File: config.mk
export PLATFORM = sky130hd
export DESIGN_NAME = scl_channel_latches
export DESIGN_NICKNAME = d
export VERILOG_FILES = /design/src/include/scl_pkg.sv /design/src/include/scl_wr_if.sv /design/src/logic/scl_port_sync.sv /design/src/logic/scl_decode.sv /design/src/logic/scl_channel_latches.sv
export VERILOG_INCLUDE_DIRS = /design/src /design/src/include
export SDC_FILE = /design/constraint.sdc
export NUM_CORES = 1
export LEC_CHECK = 0
export BUFFER_PORTS_ARGS = -buffer_cell sky130_fd_sc_hd__buf_2
export CAP_MARGIN = 10
export CORE_AREA = 4 4 89 91
export CTS_CLUSTER_DIAMETER = 150
export DETAILED_ROUTE_END_ITERATION = 12
export DIE_AREA = 0 0 93 95
export GPL_ROUTABILITY_DRIVEN = 0
export GPL_TIMING_DRIVEN = 1
export PLACE_DENSITY = 0.76
export SLEW_MARGIN = 40
export SYNTH_ARGS = -nofsm -noshare
export SYNTH_HDL_FRONTEND = slang
export SYNTH_HIERARCHICAL = 1
export SYNTH_SLANG_ARGS = --single-unit
File: constraint.sdc
create_clock -name SYS_CLK_I -period 1.55 [get_ports SYS_CLK_I]
set_input_delay 0.155 -clock SYS_CLK_I [delete_from_list [all_inputs] [get_ports SYS_CLK_I]]
set_output_delay 0.155 -clock SYS_CLK_I [all_outputs]
set_load 0.02 [all_outputs]
File: src/include/scl_cfg.svh
`ifndef SCL_CFG_SVH
`define SCL_CFG_SVH
`define SCL_ADDR_TXA_STAT 4'h1
`define SCL_ADDR_TXA_DYN 4'h2
`define SCL_ADDR_TXB_STAT 4'h4
`define SCL_ADDR_TXB_DYN 4'h5
`define SCL_ADDR_RXC_RATE 4'h6
`define SCL_ADDR_RXC_THR 4'h7
`define SCL_ADDR_RXD_RATE 4'h9
`define SCL_ADDR_RXD_THR 4'hA
`define SCL_BIT_TX_RATE 0
`define SCL_BIT_TX_CKSEL 1
`define SCL_BIT_RECENTER 0
`define SCL_BIT_PRI_EN 1
`define SCL_BIT_SEC_EN 2
`define SCL_BIT_SELFTEST 3
`define SCL_BIT_RX_RATE 0
`define SCL_LSB_PRI_THR 3
`define SCL_LSB_SEC_THR 5
`define SCL_RST_TX_RATE 1'h0
`define SCL_RST_TX_CKSEL 1'h1
`define SCL_RST_SELFTEST 1'h1
`define SCL_RST_DRV_EN 1'h0
`define SCL_RST_RECENTER 1'h1
`define SCL_RST_RX_RATE 1'h1
`define SCL_RST_THR 2'h2
`define SCL_TX_MULT_LOW 5'hA
`define SCL_TX_MULT_HIGH 5'h14
`define SCL_SYNC_STAGES 2
`endif

File: src/include/scl_pkg.sv
package scl_pkg;
  typedef logic [1:0] scl_thr_t;
  typedef enum logic [2:0] {
    SCL_TX_IDLE = 3'h1,
    SCL_TX_REQ = 3'h2,
    SCL_TX_WAIT = 3'h4
  } scl_rc_state_t;
endpackage

File: src/include/scl_wr_if.sv
`timescale 1ns/100ps
interface scl_wr_if;
  logic [3:0] addr;
  logic [7:0] data;
  logic strobe;
  modport src(output addr, output data, output strobe);
  modport dst(input addr, input data, input strobe);
endinterface

File: src/logic/scl_port_sync.sv
`timescale 1ns/100ps
`include "scl_cfg.svh"
module scl_port_sync #(
  parameter int WIDTH = 13
) (
  input wire logic clk_i,
  input wire logic rst_i,
  input wire logic [WIDTH-1:0] d_i,
  output logic [WIDTH-1:0] q_o
);
  logic [WIDTH-1:0] stage1;
  always_ff @(posedge clk_i) begin
    if (rst_i) begin
      stage1 <= '0;
      q_o <= '0;
    end else begin
      stage1 <= d_i;
      q_o <= stage1;
    end
  end
endmodule

File: src/logic/scl_decode.sv
`timescale 1ns/100ps
`include "scl_cfg.svh"
module scl_decode (
  input wire logic clk_i,
  input wire logic rst_i,
  input wire logic [12:0] pins_i,
  scl_wr_if.src wr
);
  // pins: [12:9] addr, [8:1] data, [0] write enable low
  logic en_d;
  always_ff @(posedge clk_i) begin
    if (rst_i) begin
      en_d <= 1'b0;
      wr.strobe <= 1'b0;
      wr.addr <= 4'h0;
      wr.data <= 8'h00;
    end else begin
      en_d <= ~pins_i[0];
      // capture once per low phase of the write enable
      wr.strobe <= ~pins_i[0] & ~en_d;
      wr.addr <= pins_i[12:9];
      wr.data <= pins_i[8:1];
    end
  end
endmodule

File: src/logic/scl_channel_latches.sv
`timescale 1ns/100ps
`include "scl_cfg.svh"
module scl_channel_latches (
  input wire logic SYS_CLK_I,
  input wire logic RESET_I,
  input wire logic [3:0] CFG_ADDR_I,
  input wire logic [7:0] CFG_DATA_I,
  input wire logic CONFIG_WRITE_STROBE_N_I,
  input wire logic [1:0] TX_INPUT_CLOCK_I,
  input wire logic [1:0] SPEED_RANGE_SELECT_I,
  output logic [1:0] TX_PLL_RATE_SELECT_O,
  output logic [9:0] TX_PLL_MULTIPLIER_O,
  output logic [1:0] TX_CLOCK_OUTPUT_DOUBLE_O,
  output logic [1:0] TX_CLOCK_SOURCE_SELECT_O,
  output logic [1:0] TX_DUAL_EDGE_CAPTURE_O,
  output logic [1:0] TX_PHASE_BUFFER_BYPASS_O,
  output logic [1:0] TX_RATE_CONFIG_INVALID_O,
  output logic [1:0] TX_SELFTEST_DISABLE_O,
  output logic [1:0] TX_PRIMARY_DRIVER_ENABLE_O,
  output logic [1:0] TX_SECONDARY_DRIVER_ENABLE_O,
  output logic [1:0] TX_PRIMARY_POWER_DOWN_O,
  output logic [1:0] TX_SECONDARY_POWER_DOWN_O,
  output logic [1:0] TX_CHANNEL_POWER_DOWN_O,
  output logic [1:0] PHASE_BUFFER_RECENTER_O,
  output logic [1:0] TX_RECENTER_PULSE_O,
  output logic [1:0] RX_CLOCK_RATE_SELECT_O,
  output logic [1:0] RX_CLOCK_HALF_RATE_O,
  output logic [3:0] PRIMARY_DETECT_THRESHOLD_O,
  output logic [3:0] SECONDARY_DETECT_THRESHOLD_O,
  output logic [1:0] PRIMARY_DETECT_DISABLE_O,
  output logic [1:0] SECONDARY_DETECT_DISABLE_O
);
  logic [12:0] pins_sync;
  logic [1:0] clk_sync;
  logic [1:0] spd_sync;
  scl_wr_if wr();

  logic [1:0] tx_rate;
  logic [1:0] tx_cksel;
  logic [1:0] selftest_dis;
  logic [1:0] pri_en;
  logic [1:0] sec_en;
  logic [1:0] recenter;
  logic [1:0] rx_rate;
  scl_pkg::scl_thr_t pri_thr [2];
  scl_pkg::scl_thr_t sec_thr [2];
  scl_pkg::scl_rc_state_t rc_state [2];
  logic [1:0] clk_prev;

  // pins are asynchronous to the system clock
  scl_port_sync #(.WIDTH(13)) u_pin_sync (
    .clk_i(SYS_CLK_I),
    .rst_i(RESET_I),
    .d_i({CFG_ADDR_I, CFG_DATA_I, ~CONFIG_WRITE_STROBE_N_I}),
    .q_o(pins_sync)
  );

  scl_port_sync #(.WIDTH(4)) u_clk_sync (
    .clk_i(SYS_CLK_I),
    .rst_i(RESET_I),
    .d_i({TX_INPUT_CLOCK_I, SPEED_RANGE_SELECT_I}),
    .q_o({clk_sync, spd_sync})
  );

  logic [12:0] dec_pins;
  assign dec_pins = {pins_sync[12:1], ~pins_sync[0]};

  scl_decode u_decode (
    .clk_i(SYS_CLK_I),
    .rst_i(RESET_I),
    .pins_i(dec_pins),
    .wr(wr.src)
  );

  function automatic logic hit(input logic [3:0] a, input logic [3:0] ref_a);
    hit = wr.strobe && (a == ref_a);
  endfunction

  function automatic logic [4:0] mult(input logic rate);
    mult = rate ? `SCL_TX_MULT_HIGH : `SCL_TX_MULT_LOW;
  endfunction

  // transmit static banks, one per channel
  always_ff @(posedge SYS_CLK_I) begin
    if (RESET_I) begin
      tx_rate <= {2{`SCL_RST_TX_RATE}};
      tx_cksel <= {2{`SCL_RST_TX_CKSEL}};
    end else begin
      if (hit(wr.addr, `SCL_ADDR_TXA_STAT)) begin
        tx_rate[0] <= wr.data[`SCL_BIT_TX_RATE];
        tx_cksel[0] <= wr.data[`SCL_BIT_TX_CKSEL];
      end
      if (hit(wr.addr, `SCL_ADDR_TXB_STAT)) begin
        tx_rate[1] <= wr.data[`SCL_BIT_TX_RATE];
        tx_cksel[1] <= wr.data[`SCL_BIT_TX_CKSEL];
      end
    end
  end

  // transmit dynamic banks; held otherwise
  always_ff @(posedge SYS_CLK_I) begin
    if (RESET_I) begin
      selftest_dis <= {2{`SCL_RST_SELFTEST}};
      pri_en <= {2{`SCL_RST_DRV_EN}};
      sec_en <= {2{`SCL_RST_DRV_EN}};
    end else begin
      if (hit(wr.addr, `SCL_ADDR_TXA_DYN)) begin
        selftest_dis[0] <= wr.data[`SCL_BIT_SELFTEST];
        pri_en[0] <= wr.data[`SCL_BIT_PRI_EN];
        sec_en[0] <= wr.data[`SCL_BIT_SEC_EN];
      end
      if (hit(wr.addr, `SCL_ADDR_TXB_DYN)) begin
        selftest_dis[1] <= wr.data[`SCL_BIT_SELFTEST];
        pri_en[1] <= wr.data[`SCL_BIT_PRI_EN];
        sec_en[1] <= wr.data[`SCL_BIT_SEC_EN];
      end
    end
  end

  // recentre latch: written zero, cleared back to one once the
  // transmit input clock has taken it
  always_ff @(posedge SYS_CLK_I) begin
    if (RESET_I) begin
      recenter <= {2{`SCL_RST_RECENTER}};
      rc_state[0] <= scl_pkg::SCL_TX_IDLE;
      rc_state[1] <= scl_pkg::SCL_TX_IDLE;
      clk_prev <= 2'h0;
      TX_RECENTER_PULSE_O <= 2'h0;
    end else begin
      clk_prev <= clk_sync;
      for (int ch = 0; ch < 2; ch++) begin
        TX_RECENTER_PULSE_O[ch] <= 1'b0;
        case (rc_state[ch])
          scl_pkg::SCL_TX_IDLE: begin
            if (hit(wr.addr, ch[0] ? `SCL_ADDR_TXB_DYN : `SCL_ADDR_TXA_DYN)
                && !wr.data[`SCL_BIT_RECENTER]) begin
              recenter[ch] <= 1'b0;
              rc_state[ch] <= scl_pkg::SCL_TX_REQ;
            end
          end
          scl_pkg::SCL_TX_REQ: begin
            // sampled on a rising transmit input clock edge
            if (clk_sync[ch] && !clk_prev[ch]) begin
              TX_RECENTER_PULSE_O[ch] <= 1'b1;
              rc_state[ch] <= scl_pkg::SCL_TX_WAIT;
            end
          end
          scl_pkg::SCL_TX_WAIT: begin
            recenter[ch] <= 1'b1;
            rc_state[ch] <= scl_pkg::SCL_TX_IDLE;
          end
          default: begin
            recenter[ch] <= 1'b1;
            rc_state[ch] <= scl_pkg::SCL_TX_IDLE;
          end
        endcase
      end
    end
  end

  // receive banks
  always_ff @(posedge SYS_CLK_I) begin
    if (RESET_I) begin
      rx_rate <= {2{`SCL_RST_RX_RATE}};
      pri_thr[0] <= `SCL_RST_THR;
      pri_thr[1] <= `SCL_RST_THR;
      sec_thr[0] <= `SCL_RST_THR;
      sec_thr[1] <= `SCL_RST_THR;
    end else begin
      if (hit(wr.addr, `SCL_ADDR_RXC_RATE))
        rx_rate[0] <= wr.data[`SCL_BIT_RX_RATE];
      if (hit(wr.addr, `SCL_ADDR_RXD_RATE))
        rx_rate[1] <= wr.data[`SCL_BIT_RX_RATE];
      if (hit(wr.addr, `SCL_ADDR_RXC_THR)) begin
        pri_thr[0] <= wr.data[`SCL_LSB_PRI_THR +: 2];
        sec_thr[0] <= wr.data[`SCL_LSB_SEC_THR +: 2];
      end
      if (hit(wr.addr, `SCL_ADDR_RXD_THR)) begin
        pri_thr[1] <= wr.data[`SCL_LSB_PRI_THR +: 2];
        sec_thr[1] <= wr.data[`SCL_LSB_SEC_THR +: 2];
      end
    end
  end

  // derived controls, registered so every output is a flop
  always_ff @(posedge SYS_CLK_I) begin
    if (RESET_I) begin
      TX_PLL_RATE_SELECT_O <= 2'h0;
      TX_PLL_MULTIPLIER_O <= {`SCL_TX_MULT_LOW, `SCL_TX_MULT_LOW};
      TX_CLOCK_OUTPUT_DOUBLE_O <= 2'h0;
      TX_CLOCK_SOURCE_SELECT_O <= 2'h3;
      TX_DUAL_EDGE_CAPTURE_O <= 2'h0;
      TX_PHASE_BUFFER_BYPASS_O <= 2'h3;
      TX_RATE_CONFIG_INVALID_O <= 2'h0;
      TX_SELFTEST_DISABLE_O <= 2'h3;
      TX_PRIMARY_DRIVER_ENABLE_O <= 2'h0;
      TX_SECONDARY_DRIVER_ENABLE_O <= 2'h0;
      TX_PRIMARY_POWER_DOWN_O <= 2'h3;
      TX_SECONDARY_POWER_DOWN_O <= 2'h3;
      TX_CHANNEL_POWER_DOWN_O <= 2'h3;
      PHASE_BUFFER_RECENTER_O <= 2'h3;
      RX_CLOCK_RATE_SELECT_O <= 2'h3;
      RX_CLOCK_HALF_RATE_O <= 2'h3;
      PRIMARY_DETECT_THRESHOLD_O <= 4'hA;
      SECONDARY_DETECT_THRESHOLD_O <= 4'hA;
      PRIMARY_DETECT_DISABLE_O <= 2'h0;
      SECONDARY_DETECT_DISABLE_O <= 2'h0;
    end else begin
      TX_PLL_RATE_SELECT_O <= tx_rate;
      // x10 when clear, x20 when set
      TX_PLL_MULTIPLIER_O <= {mult(tx_rate[1]), mult(tx_rate[0])};
      TX_CLOCK_OUTPUT_DOUBLE_O <= tx_rate;
      TX_CLOCK_SOURCE_SELECT_O <= tx_cksel;
      TX_DUAL_EDGE_CAPTURE_O <= tx_cksel & tx_rate;
      TX_PHASE_BUFFER_BYPASS_O <= tx_cksel;
      // flag only; the controller must not set this pairing
      TX_RATE_CONFIG_INVALID_O <= tx_rate & ~spd_sync;
      TX_SELFTEST_DISABLE_O <= selftest_dis;
      TX_PRIMARY_DRIVER_ENABLE_O <= pri_en;
      TX_SECONDARY_DRIVER_ENABLE_O <= sec_en;
      TX_PRIMARY_POWER_DOWN_O <= ~pri_en;
      TX_SECONDARY_POWER_DOWN_O <= ~sec_en;
      TX_CHANNEL_POWER_DOWN_O <= ~pri_en & ~sec_en;
      PHASE_BUFFER_RECENTER_O <= recenter;
      RX_CLOCK_RATE_SELECT_O <= rx_rate;
      RX_CLOCK_HALF_RATE_O <= rx_rate;
      PRIMARY_DETECT_THRESHOLD_O <= {pri_thr[1], pri_thr[0]};
      SECONDARY_DETECT_THRESHOLD_O <= {sec_thr[1], sec_thr[0]};
      PRIMARY_DETECT_DISABLE_O <= {pri_thr[1] == 2'h0, pri_thr[0] == 2'h0};
      SECONDARY_DETECT_DISABLE_O <= {sec_thr[1] == 2'h0,
                                     sec_thr[0] == 2'h0};
    end
  end
endmodule

==> results of run 1 <==
registers in the layout, summed over array words and instances, names as in the netlist, 3 cells and up:
name,count
PRIMARY_DETECT_THRESHOLD_O,4
SECONDARY_DETECT_THRESHOLD_O,4
TX_PLL_MULTIPLIER_O,3
pri_thr,4
rc_state,6
sec_thr,4
u_clk_sync/q_o,4
u_clk_sync/stage1,4
u_decode/wr.addr,4
u_decode/wr.data,7
u_pin_sync/q_o,12
u_pin_sync/stage1,12
worst max path at each step:
stage | end | slack, ns | depth (start not counted)
4_1_cts | rc_state[0][2]$_SDFFCE_PP0P_ | 0.007 | 3
5_1_grt | tx_rate[1]$_SDFFE_PP0P_ | 0.02 | 4
3_3_place_gp | rc_state[0][2]$_SDFFCE_PP0P_ | 0.15 | 3
6_report | pri_thr[0][1]$_DFFE_PP_ | 0.15 | 3
2_1_floorplan | pri_thr[0][1]$_DFFE_PP_ | 0.15 | 4
3_5_place_dp | rc_state[0][2]$_SDFFCE_PP0P_ | 0.08 | 3
what timing repair did:
item | in CTS | in global routing
hold endpoints to repair | 17 | 0
endpoints found under the setup margin | 0 | 3
gates resized for setup | 0 | 2
hold buffers | 17 | 0
layout by cell type, fill, tap and decap left out, types with 2 or more instances in the layout:
master	instances
nor4_1	2
nor3_1	2
bufinv_16	3
o21ai_0	15
a211oi_2	2
conb_1	2
nand2b_1	6
buf_2	69
nand4bb_1	2
nand3b_1	3
nand3_1	11
and2_1	4
clkbuf_8	4
buf_4	11
a21oi_1	6
and2b_1	4
clkbuf_16	17
dlygate4sd3_1	17
o311ai_0	4
dfxtp_1	102
nand2_1	8
nor2b_1	49
inv_1	11
nor2_1	12
clkinv_2	5
a21o_1	3
edfxtp_1	13
and3b_2	2
or2_2	13
metal layers:
layer  track usage (%)  wire length [µm]  vias up  part of all wire (%)
met4              9.16                79        0                   1.4
met5                 0                 0        -                     0
met1              14.8              2500     1047                    43
li1                  -                 -     1208                     -
met2              23.9              2810       77                    48
met3              6.69               413        5                   7.1
area by class of cell:
cell class | count | area (µm²)
sequential | 115 | 2430
fill | 568 | 2320
multi-input combinational | 164 | 1020
timing repair buffer | 97 | 598
clock buffer | 22 | 484
clock inverter | 9 | 124
tap | 99 | 124
inverter | 11 | 41.3
metrics by stage:
stage	setup slack (ns)	hold WS, ns
finish	0.152	0.387
floorplan	0.146	0.227
detailed placement	0.0808	0.366
global placement	0.149	0.362
global route	0.0208	0.396
CTS	0.00701	0.359
critical path, stage by stage, from the launching register on:
cell and delay [ns]:
dfxtp_1 0.32, or3b_1 0.39, a211oi_2 0.32, nand2b_1 0.11
power by group:
| part | leakage, nW | internal, mW | switching (mW) | total (mW) |
|---|---|---|---|---|
| sequential | 0.952 | 3.12 | 0.0439 | 3.16 |
| combinational | 0.757 | 0.163 | 0.158 | 0.322 |
| clock | 0.306 | 2.65 | 1.23 | 3.88 |
| total | 2.01 | 5.93 | 1.43 | 7.36 |
==> flow_summary.ini, run 1 <==
[outcome]
status = completed

[floorplan]
io_pins = 73
die-width_um = 93
rows = 31
fp.dieArea_um2 = 8840
core_um2 = 7140
start_util_pct = 51.0
die_h_um = 95

[place]
placed_area_um2 = 4030
io_buffers = 69
dpl.cell_count = 469
place_hpwl_um = 3760

[detailed_routing]
drtPass1Iterations = 4
drt_iter0_drc = 77
vias = 2337
ant_nets = 0
drc = 0
wl_per_cell_um = 11.2
vias_per_cell = 4.52
totalWireLength_um = 5810

[worst_hold_path]
min_to = TX_RATE_CONFIG_INVALID_O[0]$_SDFF_PP0_
hp-start = u_clk_sync/q_o[0]$_SDFF_PP0_
hp-class = reg2reg
whs_path_depth = 1

[setup_path]
worst-setup-path-type = reg2reg
cp.required_ns = 1.79
critical_path.startpoint = u_decode/wr.addr[0]$_SDFF_PP0_
reg2reg_slack_ns = 0.15
reg2reg_to = pri_thr[0][1]$_DFFE_PP_
critPathLaunchType = register
crit-reg2reg-launch = u_decode/wr.addr[0]$_SDFF_PP0_
ff2ff_path_depth = 3
crit_arrival_ns = 1.64
end_kind = register
critical_path.max_fanout = 4

[global_routing]
grt_pass1_wl_um = 9510
antenna_found_initial = 0
grt_usage_pct = 14.4
grt_max_degree = 28
grt_overflow = 0
grt_pass1_vias = 2157

[cells_and_area]
diodes = 0
fin_nets = 425
fin_cells = 517
final_area_um2 = 4820
fin_util_pct = 67.5
area_growth_syn_to_layout_pct = 32.4
drive_gt1_share_pct = 31.6

[power]
power.density_nw_per_um2 = 1530
vdd_drop_max_mv = 0.767
total_power_mw = 7.36
p_leak_nw = 2.01

[synthesis]
syn-cell-area_um2 = 3640
synth_area_per_cell_um2 = 11.6
netlist_instances = 313
ys_warn_count = 6

[cts]
cts.clk_slew.worst_paths_ns = 0.05
root_buffer = clkbuf_8
htree_num_levels = 4
clk_latency_ns = 0.50
clock_path_buffers = 2
post_cts_buffers = 0
cts_sinks = 115
cts_tree = done
cts_buffers = 17

[sta]
hold_viol = 0
setup_tns_ns = 0
grt_setup_unrepaired = false
timing.final.crit_share_pct = 90.2
max_freq_ghz = 0.715
fin_skew_ns = 0.00714
layout_min_cycle_time_ns = 1.40
maxSlewViolCount = 0
setup_viol_count_final = 0

[flow_run]
drv_cap = 0
Power figures use the tool's default switching activity.
==> run 2: changes to the inputs <==
--- a/config.mk
+++ b/config.mk
@@ -6,6 +6,7 @@
 export SDC_FILE = /design/constraint.sdc
 export NUM_CORES = 1
 export LEC_CHECK = 0
+export ABC_AREA = 1
 export BUFFER_PORTS_ARGS = -buffer_cell sky130_fd_sc_hd__buf_2
 export CAP_MARGIN = 10
 export CORE_AREA = 4 4 89 91
@@ -14,7 +15,7 @@
 export DIE_AREA = 0 0 93 95
 export GPL_ROUTABILITY_DRIVEN = 0
 export GPL_TIMING_DRIVEN = 1
-export PLACE_DENSITY = 0.76
+export PLACE_DENSITY = 0.77
 export SLEW_MARGIN = 40
 export SYNTH_ARGS = -nofsm -noshare
 export SYNTH_HDL_FRONTEND = slang
==> run 2 against run 1 <==
- first-iteration DRC count decreased by 7.8%
- critical path type unchanged
- combinational power down 21%
- global-route usage shrank 0.061 points
- via count up 5.0%
- synthesized cell count increased by 24%
- maximum frequency grew 2.7%
==> flow_summary.ini, run 2 <==
[outcome]
status = completed

[detailed_routing]
drtPass1Iterations = 4
vias = 2455
totalWireLength_um = 5680
drt_iter0_drc = 71
ant_nets = 0
wl_per_cell_um = 9.72
drc = 0
vias_per_cell = 4.20

[sta]
layout_min_cycle_time_ns = 1.36
max_freq_ghz = 0.734
timing.final.crit_share_pct = 87.9
grt_setup_unrepaired = false
maxSlewViolCount = 0
fin_skew_ns = 0.00492
hold_viol = 0
setup_viol_count_final = 0
setup_tns_ns = 0

[global_routing]
antenna_found_initial = 0
grt_usage_pct = 14.4
grt_pass1_wl_um = 9730
grt_pass1_vias = 2352
grt_max_degree = 59
grt_overflow = 0

[cts]
clock_path_buffers = 2
cts.clk_slew.worst_paths_ns = 0.05
post_cts_buffers = 0
cts_sinks = 115
root_buffer = clkbuf_8
cts_tree = done
htree_num_levels = 4
clk_latency_ns = 0.50
cts_buffers = 17

[setup_path]
worstPathCellList = nor2_1 -> nand3_2 -> inv_2 -> nand3_2 -> nand3_1
cpMostUsedCell = nand3_2
reg2reg_to = rc_state[0][1]$_SDFFCE_PP0P_
reg2reg_slack_ns = 0.19
critPathLaunchType = register
cp.required_ns = 1.75
critical_path.startpoint = u_decode/wr.addr[3]$_SDFF_PP0_
critPathCapture = rc_state[0][1]$_SDFFCE_PP0P_
worst-setup-path-type = reg2reg
cp_top_family = simple AND/OR/NAND/NOR gates
critPathBufInv = 1
end_kind = register
crit-reg2reg-launch = u_decode/wr.addr[3]$_SDFF_PP0_
max_stage_delay_ns = 0.34
critical_path.max_fanout = 5
critPathSlowestCell = dfxtp_1
ff2ff_path_depth = 5
path_depth = 5
crit_arrival_ns = 1.56

[floorplan]
start_util_pct = 51.9
io_pins = 73
die_h_um = 95
rows = 31
fp.dieArea_um2 = 8840
die-width_um = 93
core_um2 = 7140

[worst_hold_path]
hp-class = in2reg

[place]
placed_area_um2 = 4040
place_hpwl_um = 3620
io_buffers = 69

[cells_and_area]
drive_gt1_share_pct = 25.5
seqCellArea_um2 = 2430
area_growth_syn_to_layout_pct = 29.2
final_common_cell = dfxtp_1
fin_nets = 492
fillers = 598
layout_common_cells = 102 x dfxtp_1, 80 x inv_1, 76 x nor2_1, 69 x buf_2, 24 x nand2_1
final_area_um2 = 4780
top_regs = u_pin_sync/q_o x12, u_pin_sync/stage1 x12, u_decode/wr.data x7
diodes = 0
multi_input_area_um2 = 762

[power]
switching_share_pct = 19.1
power.density_nw_per_um2 = 1490
p_int_mw = 5.77
power_frac_comb_pct = 3.6
clockPowerShare_pct = 52.6
p_leak_nw = 2.29
vdd_drop_max_mv = 0.823
seqPwrFrac_pct = 43.8
p_sw_mw = 1.36

[flow_run]
drv_cap = 0

[synthesis]
ys_warn_count = 6
netlist_instances = 387
syn-cell-area_um2 = 3700
synth_area_per_cell_um2 = 9.57
-- run 2: cell count changes in the layout (fill, tap and decap cells not counted), moves of 5 or more --
cell | before | now
nor2_1 | 12 | 76
inv_2 | 0 | 5
clkinv_1 | 0 | 5
nand2b_1 | 6 | 0
inv_1 | 11 | 80
o21ai_0 | 15 | 9
nor2b_1 | 49 | 0
buf_4 | 11 | 4
nand2_1 | 8 | 24
-- run 2: worst min-delay path by stage --
| stage | startpoint | end | cells past startpoint |
|---|---|---|---|
| 6_report | RESET_I | TX_RECENTER_PULSE_O[0]$_SDFF_PP0_ | 4 |
| 5_1_grt | RESET_I | u_clk_sync/stage1[2]$_SDFF_PP0_ | 3 |
| 4_1_cts | RESET_I | TX_RECENTER_PULSE_O[0]$_SDFF_PP0_ | 4 |
| 3_5_place_dp | CFG_DATA_I[5] | u_pin_sync/stage1[6]$_SDFF_PP0_ | 3 |
| 3_3_place_gp | SPEED_RANGE_SELECT_I[0] | u_clk_sync/stage1[0]$_SDFF_PP0_ | 3 |
| 2_1_floorplan | RESET_I | u_decode/wr.addr[3]$_SDFF_PP0_ | 1 |
-- run 2: repair_timing --
item	CTS	global route
gates resized for setup	0	0
endpoints found under the hold margin	16	0
hold buffers	16	0
-- run 2: metrics by stage --
step / util (%) / hold slack, ns / power, mW / cells / setup WS [ns]
detailed placement: 56.6 / 0.360 / 3.41 / 537 / 0.224
finish: 67.0 / 0.0469 / 7.13 / 585 / 0.188
global placement: 56.6 / 0.354 / 3.40 / 537 / 0.259
global route: 67.0 / 0.0740 / 7.41 / 585 / 0.0830
CTS: 67.0 / 0.0420 / 7.21 / 585 / 0.193
floorplan: - / 0.226 / 3.35 / 388 / 0.290
-- run 2: worst min-delay path, stage by stage --
cell	delay, ns
buf_2	0.15
nor3_1	0.07
nand2_1	0.09
inv_1	0.04
-- run 2: area by class of cell --
class                   count  share of cell area [%]
flip-flops and latches    115                    50.9
multi-input cells         163                    15.9
repair buffers             90                    11.6
clock buffers              18                    8.74
inverters                  86                    6.75
clock inverters            14                    3.51
well taps                  99                    2.59
-- run 2: routing by layer --
metal  global-route usage [%]  share of wire [%]
met1                     14.5                 41
met2                     25.8                 51
met3                     6.22                6.9
met4                     6.23                1.5
met5                        0                  0
-- run 2: power by group through the flow --
| stage | logic (mW) | registers, mW | clock network, mW |
|---|---|---|---|
| finish | 0.255 | 3.12 | 3.75 |
| global route | 0.293 | 3.13 | 3.99 |
| CTS | 0.258 | 3.12 | 3.83 |
| detailed placement | 0.223 | 3.18 | 0 |
| global placement | 0.217 | 3.18 | 0 |
| floorplan | 0.167 | 3.19 | 0 |
